<file path="config.mk">
export PLATFORM = sky130hd
export DESIGN_NAME = grts_top
export DESIGN_NICKNAME = d
export VERILOG_FILES = /design/src/logic/grts_pkg.sv /design/src/logic/grts_bus_if.sv /design/src/logic/grts_top.sv /design/src/logic/grts_regs.sv
export SDC_FILE = /design/constraint.sdc
export NUM_CORES = 1
export LEC_CHECK = 0
export BUFFER_PORTS_ARGS = -buffer_cell sky130_fd_sc_hd__buf_2
export CORE_ASPECT_RATIO = 1.2
export CORE_UTILIZATION = 32
export DETAILED_ROUTE_END_ITERATION = 8
export PLACE_DENSITY = 0.67
export SKIP_LAST_GASP = 1
export SLEW_MARGIN = 20
export SYNTH_ARGS = -nofsm -noshare
export SYNTH_HDL_FRONTEND = slang
export SYNTH_SLANG_ARGS = --single-unit
</file>
<file path="constraint.sdc">
create_clock -name clk -period 1.2 [get_ports clk]
set_input_delay 0 -clock clk [delete_from_list [all_inputs] [get_ports clk]]
set_output_delay 0 -clock clk [all_outputs]
set_load 0.05 [all_outputs]
</file>
<file path="src/logic/grts_pkg.sv">
package grts_pkg;

  // ****************************************
  // register map
  // ****************************************
  localparam logic [7:0] GRTS_ADDR_RX_TUNE = 8'h80;
  localparam logic [7:0] GRTS_ADDR_SHAPE   = 8'hC0;
  localparam logic [7:0] GRTS_RST_RX_TUNE  = 8'h00;
  localparam logic [7:0] GRTS_RST_SHAPE    = 8'h00;
  localparam int         GRTS_WIRE_POS     = 6;
  localparam int         GRTS_SLICER_POS   = 2;
  localparam int         GRTS_EQ_POS       = 0;
  localparam int         GRTS_ENABLE_POS   = 0;
  localparam int         GRTS_NUM_CHAN     = 8;

  // ****************************************
  // decoded settings
  // ****************************************
  typedef enum logic [1:0]
  {
    GRTS_WIRE_22_24 = 2'h0,
    GRTS_WIRE_22    = 2'h1,
    GRTS_WIRE_24    = 2'h2,
    GRTS_WIRE_26    = 2'h3
  } grts_wire_t;

  typedef enum logic [1:0]
  {
    GRTS_SLICE_NORMAL = 2'h0,
    GRTS_SLICE_LOWER  = 2'h1,
    GRTS_SLICE_RAISE  = 2'h2
  } grts_slice_t;

  typedef enum logic [1:0]
  {
    GRTS_EQ_NORMAL = 2'h0,
    GRTS_EQ_CUT1DB = 2'h1,
    GRTS_EQ_CUT3DB = 2'h2
  } grts_eq_t;

endpackage

</file>
<file path="src/logic/grts_bus_if.sv">
`timescale 1ns/1ns
`default_nettype none
interface grts_bus_if;
  logic [7:0] addr;
  logic [7:0] wdata;
  logic       wr;
  logic       rd;
  logic [7:0] rdata;
  modport master (output addr, output wdata, output wr, output rd, input rdata);
  modport slave  (input addr, input wdata, input wr, input rd, output rdata);
endinterface
`default_nettype wire

</file>
<file path="src/logic/grts_top.sv">
// Our own choice: the strobed register port.
`timescale 1ns/1ns
`default_nettype none
module grts_top
  import grts_pkg::*;
#(
  parameter int NUM_CHAN = GRTS_NUM_CHAN
)
(
  input  wire logic                clk,
  input  wire logic                rst,
  input  wire logic [7:0]          addr,
  input  wire logic [7:0]          wdata,
  input  wire logic                wr,
  input  wire logic                rd,
  input  wire logic                e1_mode,
  output logic [7:0]               rdata,
  output grts_wire_t               wire_size,
  output grts_slice_t              slicer_trim,
  output grts_eq_t                 eq_gain_trim,
  output logic [NUM_CHAN-1:0]      chan_custom_shape,
  output logic [NUM_CHAN-1:0]      chan_std_e1_shape
);

  // ****************************************
  // elaboration checks
  // ****************************************
  // catch package edits that the fixed two-bit decode cannot follow
  if (NUM_CHAN < 1 || NUM_CHAN > 16)
  begin : g_bad_chan
    $error("NUM_CHAN out of range");
  end

  // fields are two bits wide, so a position tops out at 6
  if (GRTS_WIRE_POS < 0 || GRTS_WIRE_POS > 6)
  begin : g_bad_wire
    $error("wire size field outside register");
  end

  if (GRTS_SLICER_POS < 0 || GRTS_SLICER_POS > 6)
  begin : g_bad_slicer
    $error("slicer field outside register");
  end

  if (GRTS_EQ_POS < 0 || GRTS_EQ_POS > 6)
  begin : g_bad_eq
    $error("eq gain field outside register");
  end

  if (GRTS_ENABLE_POS < 0 || GRTS_ENABLE_POS > 7)
  begin : g_bad_enable
    $error("shape enable bit outside register");
  end

  // overlapping fields would let one write steer two controls
  if (GRTS_SLICER_POS + 2 > GRTS_WIRE_POS || GRTS_EQ_POS + 2 > GRTS_SLICER_POS)
  begin : g_overlap
    $error("tuning fields overlap");
  end

  // one shared address would let the rx_tune branch take every write and read, leaving shape unreachable
  if (GRTS_ADDR_RX_TUNE == GRTS_ADDR_SHAPE)
  begin : g_same_addr
    $error("register addresses collide");
  end

  // outputs clear to zero, which only matches these reset values
  if (GRTS_RST_RX_TUNE != 8'h00 || GRTS_RST_SHAPE[GRTS_ENABLE_POS] != 1'b0)
  begin : g_bad_reset
    $error("reset values disagree with cleared outputs");
  end

  // ****************************************
  // register file
  // ****************************************
  // strobes pass straight through; the bank never stalls the master
  grts_bus_if bus ();
  logic [7:0] rx_tune;
  logic [7:0] shape;

  assign bus.addr  = addr;
  assign bus.wdata = wdata;
  assign bus.wr    = wr;
  assign bus.rd    = rd;
  assign rdata     = bus.rdata;

  grts_regs u_regs
  (
    .clk     (clk),
    .rst     (rst),
    .bus     (bus),
    .rx_tune (rx_tune),
    .shape   (shape)
  );

  // ****************************************
  // field bits
  // ****************************************
  // the bank hands over raw bytes; field bits are picked here
  logic wire_size_sel_hi;
  logic wire_size_sel_lo;
  logic slicer_trim_hi;
  logic slicer_trim_lo;
  logic eq_gain_trim_hi;
  logic eq_gain_trim_lo;

  // the two reserved bits between the fields are stored but steer nothing
  assign wire_size_sel_hi = rx_tune[GRTS_WIRE_POS + 1];
  assign wire_size_sel_lo = rx_tune[GRTS_WIRE_POS];
  assign slicer_trim_hi   = rx_tune[GRTS_SLICER_POS + 1];
  assign slicer_trim_lo   = rx_tune[GRTS_SLICER_POS];
  assign eq_gain_trim_hi  = rx_tune[GRTS_EQ_POS + 1];
  assign eq_gain_trim_lo  = rx_tune[GRTS_EQ_POS];

  // ****************************************
  // decode
  // ****************************************
  // one register stage of decode: outputs lag a write by a cycle
  function automatic grts_wire_t wire_dec(input logic hi, input logic lo);
    case ({hi, lo})
      2'h1:    wire_dec = GRTS_WIRE_22;
      2'h2:    wire_dec = GRTS_WIRE_24;
      2'h3:    wire_dec = GRTS_WIRE_26;
      default: wire_dec = GRTS_WIRE_22_24;
    endcase
  endfunction

  // code 11 falls back to normal in both trim fields
  function automatic grts_slice_t slice_dec(input logic [1:0] f);
    case (f)
      2'h1:    slice_dec = GRTS_SLICE_LOWER;
      2'h2:    slice_dec = GRTS_SLICE_RAISE;
      2'h3:    slice_dec = GRTS_SLICE_NORMAL;
      default: slice_dec = GRTS_SLICE_NORMAL;
    endcase
  endfunction

  function automatic grts_eq_t eq_dec(input logic [1:0] f);
    case (f)
      2'h1:    eq_dec = GRTS_EQ_CUT1DB;
      2'h2:    eq_dec = GRTS_EQ_CUT3DB;
      2'h3:    eq_dec = GRTS_EQ_NORMAL;
      default: eq_dec = GRTS_EQ_NORMAL;
    endcase
  endfunction

  // one level fanned out to every channel's shaper
  function automatic logic [NUM_CHAN-1:0] fan_out(input logic level);
    fan_out = {NUM_CHAN{level}};
  endfunction

  // ****************************************
  // decoded state
  // ****************************************
  typedef struct packed
  {
    grts_wire_t          wire_size;
    grts_slice_t         slicer_trim;
    grts_eq_t            eq_gain_trim;
    logic [NUM_CHAN-1:0] custom;
    logic [NUM_CHAN-1:0] std_e1;
  } grts_top_state_t;

  grts_top_state_t st;
  grts_top_state_t next_st;
  logic            custom_pulse_shape_enable;

  assign custom_pulse_shape_enable = shape[GRTS_ENABLE_POS];

  always_comb
  begin
    next_st = st;
    next_st.wire_size    = wire_dec(wire_size_sel_hi, wire_size_sel_lo);
    next_st.slicer_trim  = slice_dec({slicer_trim_hi, slicer_trim_lo});
    next_st.eq_gain_trim = eq_dec({eq_gain_trim_hi, eq_gain_trim_lo});
    // per-channel waveform itself lives in each channel's own shaper
    // outside E1 neither shaping mode is asked for
    next_st.custom = fan_out(e1_mode && custom_pulse_shape_enable);
    next_st.std_e1 = fan_out(e1_mode && !custom_pulse_shape_enable);
  end

  // ****************************************
  // state register
  // ****************************************
  // reset gives the decoded meaning of all-zero tuning fields; both shape vectors clear, even with e1_mode high
  always_ff @(posedge clk)
  begin
    if (rst)
    begin
      st.wire_size    <= GRTS_WIRE_22_24;
      st.slicer_trim  <= GRTS_SLICE_NORMAL;
      st.eq_gain_trim <= GRTS_EQ_NORMAL;
      st.custom       <= '0;
      st.std_e1       <= '0;
    end
    else
    begin
      st <= next_st;
    end
  end

  // ****************************************
  // outputs
  // ****************************************
  // every decoded output comes straight off the state register
  assign wire_size         = st.wire_size;
  assign slicer_trim       = st.slicer_trim;
  assign eq_gain_trim      = st.eq_gain_trim;
  assign chan_custom_shape = st.custom;
  assign chan_std_e1_shape = st.std_e1;

endmodule
`default_nettype wire

</file>
<file path="src/logic/grts_regs.sv">
`timescale 1ns/1ns
`default_nettype none
module grts_regs
  import grts_pkg::*;
(
  input  wire logic   clk,
  input  wire logic   rst,
  grts_bus_if.slave   bus,
  output logic [7:0]  rx_tune,
  output logic [7:0]  shape
);

  typedef struct packed
  {
    logic [7:0] rx_tune;
    logic [7:0] shape;
    logic [7:0] rdata;
  } grts_regs_state_t;

  grts_regs_state_t st;
  grts_regs_state_t next_st;

  always_comb
  begin
    next_st = st;
    next_st.rdata = 8'h00;
    if (bus.wr && bus.addr == GRTS_ADDR_RX_TUNE)
    begin
      next_st.rx_tune = bus.wdata;
    end
    else if (bus.wr && bus.addr == GRTS_ADDR_SHAPE)
    begin
      next_st.shape = bus.wdata;
    end
    // unmapped reads return zero
    if (bus.rd && bus.addr == GRTS_ADDR_RX_TUNE)
    begin
      next_st.rdata = st.rx_tune;
    end
    else if (bus.rd && bus.addr == GRTS_ADDR_SHAPE)
    begin
      next_st.rdata = st.shape;
    end
  end

  always_ff @(posedge clk)
  begin
    if (rst)
    begin
      st <= '{GRTS_RST_RX_TUNE, GRTS_RST_SHAPE, 8'h00};
    end
    else
    begin
      st <= next_st;
    end
  end

  assign bus.rdata = st.rdata;
  assign rx_tune   = st.rx_tune;
  assign shape     = st.shape;

endmodule
`default_nettype wire

</file>
* After elaboration in Yosys (flattened, before gate mapping)
Index checks and enable logic that the tools add are counted.
** Storage, ports and cells
- Bits of input ports :: 21
- Word-level logic and storage cells :: 31
- Register bits after elaboration :: 32
** Cells by class
- Reduce and logical (&&, ||, !) cells :: 8
- Multiplexer cells :: 5
- Equality and inequality tests :: 9
- Bitwise operators :: 1
** Operator list (number)
- == test 8 bit, second input constant :: 2
- two-way mux 8 bit :: 2
- == test 2 bit, second input constant :: 4
- case mux 2 bit (2 select lines) :: 2
- == test 2 x 1 -> 1 bit, second input constant :: 3
- logical AND 1 bit :: 6
- case mux 2 bit (3 select lines) :: 1
- AND reduction 2 bit :: 1
- zero test 1 bit :: 1
- inverter 1 bit :: 1

* Logic depth before layout (Yosys ltp)
Gate-level depths: netlist of the first run.
- Depth in word-level cells :: 4
- Mapped depth :: 4
- Mapped depth without buffers :: 3

* Cells and area by module
From an unflattened synthesis of the first run, not the netlist that was laid out.
** Second synthesis, totals
- Cell total of the unflattened synthesis :: 150
- Area total of the unflattened synthesis :: 1402.6 um^2
** By module, submodules not included
- grts_regs :: area each 1072.3 um^2, cells an instance 120, instances 1
- grts_top :: area each 330.3 um^2, cells an instance 30, instances 1

* Worst setup path after synthesis of the first run
No wires, ideal clock.
- Path kind :: reg-to-output
- Start point :: register, netlist name chan_custom_shape[0]
- End point :: output port chan_custom_shape[1]
- Stages on the path, launching flop included :: 2
- Setup slack :: 187 ps
- Required time :: 1200 ps
- Arrival time :: 1013 ps
- Cells stage by stage :: dfxtp_1 > buf_4
** RTL lines
- end, declared :: line grts_top.sv:21 : output logic [NUM_CHAN-1:0] chan_custom_shape,
No word-level cell between the ends.

* Final worst setup path of the first run
- Start point :: register, netlist name chan_std_e1_shape[0]
- End point :: output port chan_std_e1_shape[6]
** RTL lines
- end, declared :: line grts_top.sv:22 : output logic [NUM_CHAN-1:0] chan_std_e1_shape
No word-level cell between the ends.

==> results of run 1 <==
## cell families after synthesis
group / Yosys count / synth area share (%)
buf+inv: 20 / 10.15
mux: 24 / 18.39
simple gates: 44 / 22.41
flops: 32 / 49.04
## power groups by stage
stage | registers (mW) | logic [mW] | clock network (mW)
after CTS | 1.07 | 0.176 | 0.898
final | 1.07 | 0.174 | 0.865
after global routing | 1.07 | 0.187 | 0.932
after detailed placement | 1.09 | 0.168 | 0
after floorplan | 1.10 | 0.113 | 0
after global placement | 1.09 | 0.168 | 0
## sequential cells by signal (all words and copies together), names as in the netlist
signal / flops
u_regs.rx_tune: 8
u_regs.bus.rdata: 8
wire_size: 2
chan_custom_shape: 1
slicer_trim: 2
eq_gain_trim: 2
chan_std_e1_shape: 1
u_regs.shape: 8
## synth_stat cells (all sizes together)
library cell	instances	area, um2
dfxtp	32	640.6
nor2	12	45.04
nand4b	1	8.760
inv	2	7.510
nor4	1	21.27
clkbuf	2	7.510
nand2b	24	150.1
nor4bb	1	10.01
nor3b	2	20.02
nand4	1	21.27
nand3b	1	7.510
mux2i	24	240.2
buf	16	117.6
and3b	1	8.760
## per-layer routing
layer	part of all wire (%)	global-route usage (%)	vias to the layer above
met5	0	0	-
met4	3.0	7.752	0
met3	5.9	4.278	7
li1	-	-	469
met2	53	21.25	34
met1	38	12.04	402
## repair_timing
action	in CTS	in global routing
hold endpoints to repair	6	0
endpoints found under the setup margin	0	0
gates resized for setup	0	0
hold buffers	3	0
## final timing paths
check | cells after the start | to | startpoint
worst max-delay path | 1 | chan_std_e1_shape[6] | chan_std_e1_shape[0]
worst min-delay path | 3 | u_regs.rx_tune[6] | wdata[6]
worst max register to register | 2 | u_regs.bus.rdata[0] | u_regs.shape[0]
worst min register to register | 1 | slicer_trim[1] | u_regs.rx_tune[2]
## final cells by class
type | instances | area [um2]
fill | 376 | 2262
timing repair buffer | 56 | 302.8
clock buffer | 7 | 96.34
multi-input combinational | 68 | 533.0
inverter | 2 | 7.507
tap | 54 | 67.56
sequential | 32 | 640.6
## metrics by stage
step                      utilization [%]  instance area [um2]  power [mW]  std cells  worst slack [ns]
after global placement              38.91                 1521       1.259        209            0.1187
after global routing                42.14                 1648       2.188        219            0.1201
final                               42.14                 1648       2.107        219            0.2305
after CTS                           42.14                 1648       2.141        219            0.2079
after detailed placement            38.91                 1521       1.259        209           0.09051
after floorplan                         -                 1306       1.211        120            0.1869
==> qor.txt, run 1 <==
FLOW RUN
---------------------------------------------------------------------------------
Maxcap violations                                                               0

TIMING
---------------------------------------------------------------------------------
Final-layout setup total negative slack                                      0 ns
Final worst path period need                                            0.9695 ns
Max Transition Viols Final                                                      0
Period Utilization, post-route                                             80.79%
Count of final setup violators                                                  0
Relative slew margins                                                      75.66%
Final hold violation count                                                      0
Worst slack on hold paths                                             0.004849 ns
Worst Skew                                                            0.001505 ns
RSZ-0062 raised after global routing                                        false
Transition time at the pin with the least slew margin                   0.3641 ns
Fmax                                                                     1032 MHz

GLOBAL ROUTE
---------------------------------------------------------------------------------
Total routing resource utilization after global routing                    12.26%
Wire length of the first global-routing pass                             3.774 mm
Pin count of the biggest net entering global routing                           26
Vias in the first global route                                                864
Number of antenna violations at the first check in global routing               0
Remaining global-route overflow                                                 0

POWER AND IR DROP
---------------------------------------------------------------------------------
Static leakage                                                          0.8760 nW
Reg power frac                                                              50.7%
Int Power                                                                1.646 mW
Fraction of power spent switching nets                                     21.90%
Clock power share                                                           41.1%
Switching component of the power                                        0.4613 mW
Power per cell area                                                   1279 nW/um2
Maximum VDD drop                                                        0.4566 mV
Comb pwr share                                                               8.2%

CLOCK TREE
---------------------------------------------------------------------------------
Clock tree from TritonCTS                                                    done
Max H-tree Level                                                                2
Clk buf depth                                                                   2
Clock network latency to the later pin of the worst-skew pair             0.28 ns
Root buffer cell                                                         clkbuf_8
Post CTS Setup Buffer Count                                                     0
Clock buffers created by TritonCTS                                              5
Clock sink count                                                               32
Clk slew on worst S/H paths                                               0.06 ns

SETUP PATH
---------------------------------------------------------------------------------
Startpoint type of the worst setup path                                 flip-flop
Maximum fanout encountered on the critical timing path                          8
Crit-path cells                                                             buf_2
Delay of the slowest cell on the worst path                               0.40 ns
Critical path start-end classification                               flip-flop to output port
Capturing element type of the critical path                           output port
R2r setup slk                                                             0.54 ns
Data required time at the worst endpoint                                  1.20 ns
Critical path data arrival time                                           0.97 ns
Delay-heaviest family, CP                                              flip-flops
Worst Path Buf+Inv                                                              1
Slowest cell on the critical path                                         dfxtp_1

DIE
---------------------------------------------------------------------------------
Overall die height                                                       71.99 um
Initial core utilization                                                   33.41%
Core Area                                                                3910 um2
Standard-cell rows                                                             25
Total I/O pin count                                                            51
Die Area                                                                 4343 um2
Die Span X                                                               60.33 um

SYNTHESIS
---------------------------------------------------------------------------------
Share of the yosys chip area belonging to registers                        49.04%
Post-synthesis cell type count                                                 16
Area of the mapped netlist                                               1306 um2
Number of cells produced by synthesis                                         120
Syn Nets                                                                      141
Ys Warns                                                                        0
Mean cell area of the mapped netlist                                    10.89 um2
Number of flip-flops and latches in the synthesized netlist                    32

PLACE
---------------------------------------------------------------------------------
Detailed placement HPWL                                                  1.638 mm
Global placement routability congestion                                    0.6845
Port bufs                                                                      50

DETAILED ROUTING
---------------------------------------------------------------------------------
Vias per cell                                                               4.164
Iter 0 DRT Violations                                                           7
Detail-routed net length per standard cell                               10.37 um
Routed wire length                                                       2.271 mm
Number of optimization iterations in the first detailed-route pass              3
Number of vias in the routed layout                                           912
Remaining DRCs                                                                  0
Antenna viol nets, final                                                        0

RUN STATUS
---------------------------------------------------------------------------------
Status                                                                  completed

LAYOUT
---------------------------------------------------------------------------------
Leading cell type in the layout, fill and taps excluded                     buf_2
Ratio of cells with drive above 1 in the final layout                      38.18%
Layout-stage area growth over the synthesis result                         26.15%
Count of nets after finishing                                                 186
Number of inserted diodes                                                       0
Most frequent cells in the layout                                    buf_2, dfxtp_1, nand2b_1, mux2i_1, nor2_1

WORST HOLD PATH
---------------------------------------------------------------------------------
Class of the worst hold path                                         input pin to flip-flop

No activity file was read; power rests on OpenSTA's default activity.
==> inputs of run 2 (changes only) <==
==> constraint.sdc (replaced) <==
create_clock -name clk -period 0.9 [get_ports clk]
set_input_delay 0 -clock clk [delete_from_list [all_inputs] [get_ports clk]]
set_output_delay 0 -clock clk [all_outputs]
set_load 0.05 [all_outputs]
==> run 2 against run 1 <==
Net effect:
- the flow now finishes with violations (negative setup slack)
- via count up 2.0%
- final cell count is 2.3% higher
- register-to-register slack worse by 0.29 ns
- total power is 33% higher
- setup slack worse by 0.23 ns
- first-iteration DRC count stayed put
- sequential power increased by 33%
- sequential share of layout area fell by 2.0 points
- clock skew rose by 0.0022 ns
- count of clock-buffer cells in the layout decreased by 1
- routed wire length up 8.4%
- critical path type unchanged
==> qor.txt, run 2 (synthesized netlist as in run 1, its figures left out) <==
SETUP PATH
---------------------------------------------------------------------------------
Critical path start-end classification                               flip-flop to output port   unchanged
Startpoint of the lowest-slack register-to-register path             u_regs.rx_tune[2]   was u_regs.shape[0]
Slowest cell on the critical path                                         dfxtp_4   was dfxtp_1
Maximum fanout encountered on the critical timing path                          8   unchanged
Startpoint type of the worst setup path                                 flip-flop   unchanged
Worst Path Buf+Inv                                                              1   unchanged
Startpoint of the most critical setup path                           chan_custom_shape[0]   was chan_std_e1_shape[0]
Capturing element type of the critical path                           output port   unchanged
Delay-heaviest family, CP                                              flip-flops   unchanged
Crit-path cells                                                             buf_4   was buf_2
Data required time at the worst endpoint                                  0.90 ns   was 1.20 ns
Critical path data arrival time                                           0.90 ns   was 0.97 ns
Delay of the slowest cell on the worst path                               0.40 ns   about the same

CLOCK TREE
---------------------------------------------------------------------------------
Clock network latency to the later pin of the worst-skew pair             0.28 ns   about the same
Clk buf depth                                                                   2   unchanged
Clock tree from TritonCTS                                                    done   unchanged
Root buffer cell                                                         clkbuf_8   unchanged
Clock buffers created by TritonCTS                                              5   unchanged
Max H-tree Level                                                                2   unchanged
Clk slew on worst S/H paths                                               0.07 ns   was 0.06 ns
Clock sink count                                                               32   unchanged

RUN STATUS
---------------------------------------------------------------------------------
Status                                                               finished with violations   was completed
Violations in the final reports                                      negative setup slack

PLACE
---------------------------------------------------------------------------------
Port bufs                                                                      50   unchanged
Post-placement setup slack                                             -0.1969 ns   was 0.09051 ns
Detailed placement HPWL                                                  1.708 mm   was 1.638 mm
Global placement routability congestion                                    0.6710   was 0.6845
Post-placement cell area                                                 1554 um2   was 1521 um2

POWER AND IR DROP
---------------------------------------------------------------------------------
Maximum VDD drop                                                        0.6305 mV   was 0.4566 mV
Static leakage                                                          0.9078 nW   was 0.8760 nW
Power per cell area                                                   1594 nW/um2   was 1279 nW/um2

TIMING
---------------------------------------------------------------------------------
Period Utilization, post-route                                             100.1%
Transition time at the pin with the least slew margin                   0.2774 ns   was 0.3641 ns
Final worst path period need                                            0.9011 ns
Fin worst setup slack                                                -0.001067 ns   was 0.2305 ns
Final hold violation count                                                      0   unchanged
Fmax                                                                     1110 MHz
Worst Skew                                                            0.003683 ns   was 0.001505 ns
Count of final setup violators                                                  3   was 0
Max Transition Viols Final                                                      0   unchanged
RSZ-0062 raised after global routing                                         true   was false
Relative slew margins                                                      81.26%   was 75.66%

DIE
---------------------------------------------------------------------------------
Overall die height                                                       71.99 um   unchanged
Standard-cell rows                                                             25   unchanged
Initial core utilization                                                   33.41%   unchanged
Total I/O pin count                                                            51   unchanged
Core Area                                                                3910 um2   unchanged
Die Span X                                                               60.33 um   unchanged
Die Area                                                                 4343 um2   unchanged

DETAILED ROUTING
---------------------------------------------------------------------------------
Number of vias in the routed layout                                           930   was 912
Routed wire length                                                       2.462 mm   was 2.271 mm
Vias per cell                                                               4.152   was 4.164
Detail-routed net length per standard cell                               10.99 um   was 10.37 um
Number of optimization iterations in the first detailed-route pass              4   was 3
Antenna viol nets, final                                                        0   unchanged
Remaining DRCs                                                                  0   unchanged
Iter 0 DRT Violations                                                           7   unchanged

LAYOUT
---------------------------------------------------------------------------------
Count of nets after finishing                                                 190   was 186
Number of inserted diodes                                                       0   unchanged
Leading cell type in the layout, fill and taps excluded                     buf_2   unchanged
Most frequent cells in the layout                                    buf_2, dfxtp_1, nand2b_1, mux2i_1, buf_4   was buf_2, dfxtp_1, nand2b_1, mux2i_1, nor2_1
Count of fill cells added during filler insertion                             372   was 376
Ratio of cells with drive above 1 in the final layout                      41.18%   was 38.18%
Final standard cell area without fillers                                 1759 um2   was 1648 um2
Layout-stage area growth over the synthesis result                         34.67%   was 26.15%

WORST HOLD PATH
---------------------------------------------------------------------------------
Startpoint of the most critical hold path                                wdata[1]   was wdata[6]
Class of the worst hold path                                         input pin to flip-flop   unchanged

GLOBAL ROUTE
---------------------------------------------------------------------------------
Wire length of the first global-routing pass                             3.650 mm   was 3.774 mm
Vias in the first global route                                                838   was 864
Remaining global-route overflow                                                 0   unchanged
Total routing resource utilization after global routing                    11.87%   was 12.26%
Number of antenna violations at the first check in global routing               0   unchanged
Pin count of the biggest net entering global routing                           26   unchanged

FLOW RUN
---------------------------------------------------------------------------------
Maxcap violations                                                               0   unchanged

==> run 2: final cells by class <==
| class | count | area, um2 | area share (%) |
|---|---|---|---|
| flip-flops and latches | 32 | 648.1 | 36.84 |
| multi-input cells | 68 | 533.0 | 30.30 |
| repair buffers | 60 | 410.4 | 23.33 |
| clock buffers | 6 | 82.58 | 4.694 |
| well taps | 54 | 67.56 | 3.841 |
| clock inverters | 2 | 10.01 | 0.5690 |
| inverters | 2 | 7.507 | 0.4267 |
==> run 2: where the power goes <==
| group | internal [mW] | switching (mW) |
|---|---|---|
| clock | 0.609 | 0.514 |
| combinational | 0.119 | 0.140 |
| sequential | 1.42 | 0.00701 |
==> run 2: timing repair <==
item | in CTS | in global routing
setup buffers | 0 | 0
gates resized for setup | 0 | 44
cloned | 0 | 0
hold buffers | 3 | 0
hold endpoints to repair | 6 | 0
endpoints found under the setup margin | 16 | 16
==> run 2: final timing paths <==
| path | to | cells past startpoint | slack (ns) |
|---|---|---|---|
| worst max-delay path | chan_custom_shape[0] | 1 | -0.001 |
| worst min register to register | eq_gain_trim[0] | 1 | 0.44 |
| worst min-delay path | u_regs.rx_tune[1] | 3 | 0.01 |
| worst max register to register | u_regs.rx_tune[2] | 2 | 0.25 |
==> run 2: per-stage QoR <==
step	TNS, ns	util (%)	power [mW]	instances	hold WS [ns]
final	-0.001607	44.99	2.804	224	0.009758
after global routing	-0.2139	44.99	2.917	224	0.01520
after CTS	-0.5322	42.88	2.824	224	0.0006538
after detailed placement	-3.001	39.74	1.687	213	0.2576
after global placement	-2.633	39.74	1.688	213	0.2551
after floorplan	0	-	1.615	120	0.1557
==> run 2: routing by layer <==
metal / global-route usage (%) / vias up / part of all wire, %
met5: 0 / - / 0
met1: 11.17 / 406 / 37
li1: - / 480 / -
met3: 4.813 / 6 / 5.4
met2: 21.25 / 38 / 55
met4: 6.202 / 0 / 2.2
==> inputs of run 3 (changes only) <==
--- a/config.mk
+++ b/config.mk
@@ -5,11 +5,12 @@
 export SDC_FILE = /design/constraint.sdc
 export NUM_CORES = 1
 export LEC_CHECK = 0
+export ABC_CLOCK_PERIOD_IN_PS = 1100
 export BUFFER_PORTS_ARGS = -buffer_cell sky130_fd_sc_hd__buf_2
 export CORE_ASPECT_RATIO = 1.2
-export CORE_UTILIZATION = 32
+export CORE_UTILIZATION = 39
 export DETAILED_ROUTE_END_ITERATION = 8
-export PLACE_DENSITY = 0.67
+export PLACE_DENSITY = 0.77
 export SKIP_LAST_GASP = 1
 export SLEW_MARGIN = 20
 export SYNTH_ARGS = -nofsm -noshare
==> constraint.sdc (replaced) <==
create_clock -name clk -period 1.1 [get_ports clk]
set_input_delay 0 -clock clk [delete_from_list [all_inputs] [get_ports clk]]
set_output_delay 0 -clock clk [all_outputs]
set_load 0.05 [all_outputs]
==> run 3 against run 2 <==
Net effect:
- the run now ends clean
- count of clock-buffer cells in the layout is 2 higher
- core utilization is 8.3 points higher
- routed wire length is 0.77% lower
- sequential cell count stayed put
- combinational power is 18% lower
- die area is 17% lower
- setup slack better by 0.13 ns
- non-clock buffer count is 2 higher
- first-iteration DRC count is 130% higher
- sequential share of layout area is 1.6 points higher
- global-route usage is 3.9 points higher
- critical path type unchanged
- largest cell class unchanged
- largest power group unchanged
==> qor.txt, run 3 (synthesized netlist as in run 1, its figures left out) <==
PLACE
---------------------------------------------------------------------------------
Global placement routability congestion                                    0.7372   was 0.6710
Port bufs                                                                      50   unchanged
Detailed placement HPWL                                                  1.778 mm   was 1.708 mm

SETUP PATH
---------------------------------------------------------------------------------
Crit-path cells                                                          clkbuf_4   was buf_4
Reg2reg end                                                          u_regs.rx_tune[2]   unchanged
Critical path start-end classification                               flip-flop to output port   unchanged
Startpoint of the lowest-slack register-to-register path             u_regs.rx_tune[2]   unchanged
Worst reg-to-reg path cell count                                                2   unchanged
Delay of the slowest cell on the worst path                               0.39 ns   was 0.40 ns
R2r setup slk                                                             0.45 ns   was 0.25 ns
Critical path data arrival time                                           0.97 ns   was 0.90 ns
Data required time at the worst endpoint                                  1.10 ns   was 0.90 ns
Startpoint type of the worst setup path                                 flip-flop   unchanged
Capturing element type of the critical path                           output port   unchanged
Startpoint of the most critical setup path                           chan_std_e1_shape[0]   was chan_custom_shape[0]
Worst Path Buf+Inv                                                              1   unchanged
Maximum fanout encountered on the critical timing path                          8   unchanged
Delay-heaviest family, CP                                              flip-flops   unchanged
Slowest cell on the critical path                                         dfxtp_2   was dfxtp_4

DIE
---------------------------------------------------------------------------------
Initial core utilization                                                   41.63%   was 33.41%
Die Span X                                                               54.83 um   was 60.33 um
Standard-cell rows                                                             22   was 25
Die Area                                                                 3586 um2   was 4343 um2
Overall die height                                                       65.40 um   was 71.99 um
Core Area                                                                3138 um2   was 3910 um2
Total I/O pin count                                                            51   unchanged

DETAILED ROUTING
---------------------------------------------------------------------------------
Routed wire length                                                       2.443 mm   was 2.462 mm
Number of optimization iterations in the first detailed-route pass              4   unchanged
Iter 0 DRT Violations                                                          16   was 7
Vias per cell                                                               4.736   was 4.152
Remaining DRCs                                                                  0   unchanged
Antenna viol nets, final                                                        0   unchanged
Detail-routed net length per standard cell                               11.75 um   was 10.99 um
Number of vias in the routed layout                                           985   was 930

GLOBAL ROUTE
---------------------------------------------------------------------------------
Total routing resource utilization after global routing                    15.72%   was 11.87%
Pin count of the biggest net entering global routing                           23   was 26
Number of antenna violations at the first check in global routing               0   unchanged
Wire length of the first global-routing pass                             3.905 mm   was 3.650 mm
Remaining global-route overflow                                                 0   unchanged
Vias in the first global route                                                942   was 838

CLOCK TREE
---------------------------------------------------------------------------------
Clock network latency to the later pin of the worst-skew pair             0.32 ns   was 0.28 ns
Clock buffers created by TritonCTS                                              5   unchanged
Clock tree from TritonCTS                                                    done   unchanged
Clock sink count                                                               32   unchanged
Post CTS Setup Buffer Count                                                     0   unchanged
Root buffer cell                                                         clkbuf_4   was clkbuf_8
Max H-tree Level                                                                2   unchanged
Clk slew on worst S/H paths                                               0.09 ns   was 0.07 ns
Clk buf depth                                                                   2   unchanged

TIMING
---------------------------------------------------------------------------------
Worst Skew                                                            0.007997 ns   was 0.003683 ns
Final hold violation count                                                      0   unchanged
Fmax                                                                     1032 MHz
Count of final setup violators                                                  0   was 3
Relative slew margins                                                      77.33%   was 81.26%
Final-layout setup total negative slack                                      0 ns   was -0.001607 ns
RSZ-0062 raised after global routing                                        false   was true
Max Transition Viols Final                                                      0   unchanged
Transition time at the pin with the least slew margin                   0.3390 ns   was 0.2774 ns
Final worst path period need                                            0.9689 ns
Period Utilization, post-route                                             88.08%

FLOW RUN
---------------------------------------------------------------------------------
Maxcap violations                                                               0   unchanged

LAYOUT
---------------------------------------------------------------------------------
Count of fill cells added during filler insertion                             304   was 372
Ratio of cells with drive above 1 in the final layout                      37.21%   was 41.18%
Most frequent cells in the layout                                    buf_2, dfxtp_1, nand2b_1, mux2i_1, clkbuf_4   was buf_2, dfxtp_1, nand2b_1, mux2i_1, buf_4
Multi-input logic area                                                  533.0 um2   unchanged
Sequential cell area                                                    643.1 um2   was 648.1 um2
Final Util                                                                 53.31%   was 44.99%
Leading cell type in the layout, fill and taps excluded                     buf_2   unchanged
Layout-stage area growth over the synthesis result                         28.06%   was 34.67%
Count of nets after finishing                                                 192   was 190
Number of inserted diodes                                                       0   unchanged

WORST HOLD PATH
---------------------------------------------------------------------------------
Worst hold path stage count                                                     3   unchanged
Startpoint of the most critical hold path                                     rst   was wdata[1]
Worst Hold Endpoint                                                  u_regs.rx_tune[5]   was u_regs.rx_tune[1]
Class of the worst hold path                                         input pin to flip-flop   unchanged

POWER AND IR DROP
---------------------------------------------------------------------------------
Maximum VDD drop                                                        0.8659 mV   was 0.6305 mV
Static leakage                                                          0.8831 nW   was 0.9078 nW
Power per cell area                                                   1225 nW/um2   was 1594 nW/um2

RUN STATUS
---------------------------------------------------------------------------------
Status                                                                  completed   was finished with violations

==> run 3: repair_timing <==
action,4_1_cts,5_1_grt
gates resized for setup,0,11
endpoints found under the setup margin,0,16
hold endpoints to repair,18,0
hold buffers,9,0
==> run 3: area by class of cell <==
| cell class | instances | area share [%] |
|---|---|---|
| clock buffers | 8 | 3.515 |
| repair buffers | 62 | 23.04 |
| well taps | 36 | 2.693 |
| flip-flops and latches | 32 | 38.44 |
| inverters | 2 | 0.4488 |
| multi-input cells | 68 | 31.86 |
==> run 3: worst max path at each step <==
stage / end / slack [ns] / depth (start not counted)
4_1_cts: chan_std_e1_shape[4] / 0.05 / 1
5_1_grt: chan_custom_shape[4] / 0.04 / 1
3_5_place_dp: u_regs.rx_tune[2] / 0.004 / 5
2_1_floorplan: chan_custom_shape[1] / 0.09 / 1
3_3_place_gp: u_regs.rx_tune[3] / 0.05 / 5
6_report: chan_std_e1_shape[6] / 0.13 / 1
==> run 3: per-layer routing <==
| layer | up-vias | GRT usage, % | routed length, um |
|---|---|---|---|
| met5 | - | 0 | 0 |
| met4 | 0 | 5.769 | 36 |
| met3 | 4 | 6.944 | 146 |
| met2 | 40 | 27.71 | 1379 |
| met1 | 457 | 15.42 | 881 |
| li1 | 484 | - | - |
==> run 3: tightest hold or removal path: stages <==
cell	delay (ns)
buf_2	0.13
nand2b_1	0.11
mux2i_1	0.06
==> run 3: stage by stage <==
stage	instances	worst slack, ns	total power, mW	hold slack [ns]	instance area [um2]
6_report	208	0.1311	2.049	0.01875	1673
3_5_place_dp	191	0.003842	1.372	0.2575	1499
5_1_grt	208	0.03610	2.163	0.02461	1673
2_1_floorplan	120	0.08690	1.321	0.1558	1306
4_1_cts	208	0.04733	2.070	0.007238	1648
3_3_place_gp	191	0.04931	1.368	0.2496	1499
==> run 3: where the power goes <==
| part | internal (mW) | leakage (nW) | switching (mW) |
|---|---|---|---|
| logic | 0.0984 | 0.592 | 0.114 |
| clock network | 0.315 | 0.0326 | 0.357 |
| registers | 1.16 | 0.259 | 0.00380 |
| total | 1.57 | 0.883 | 0.475 |
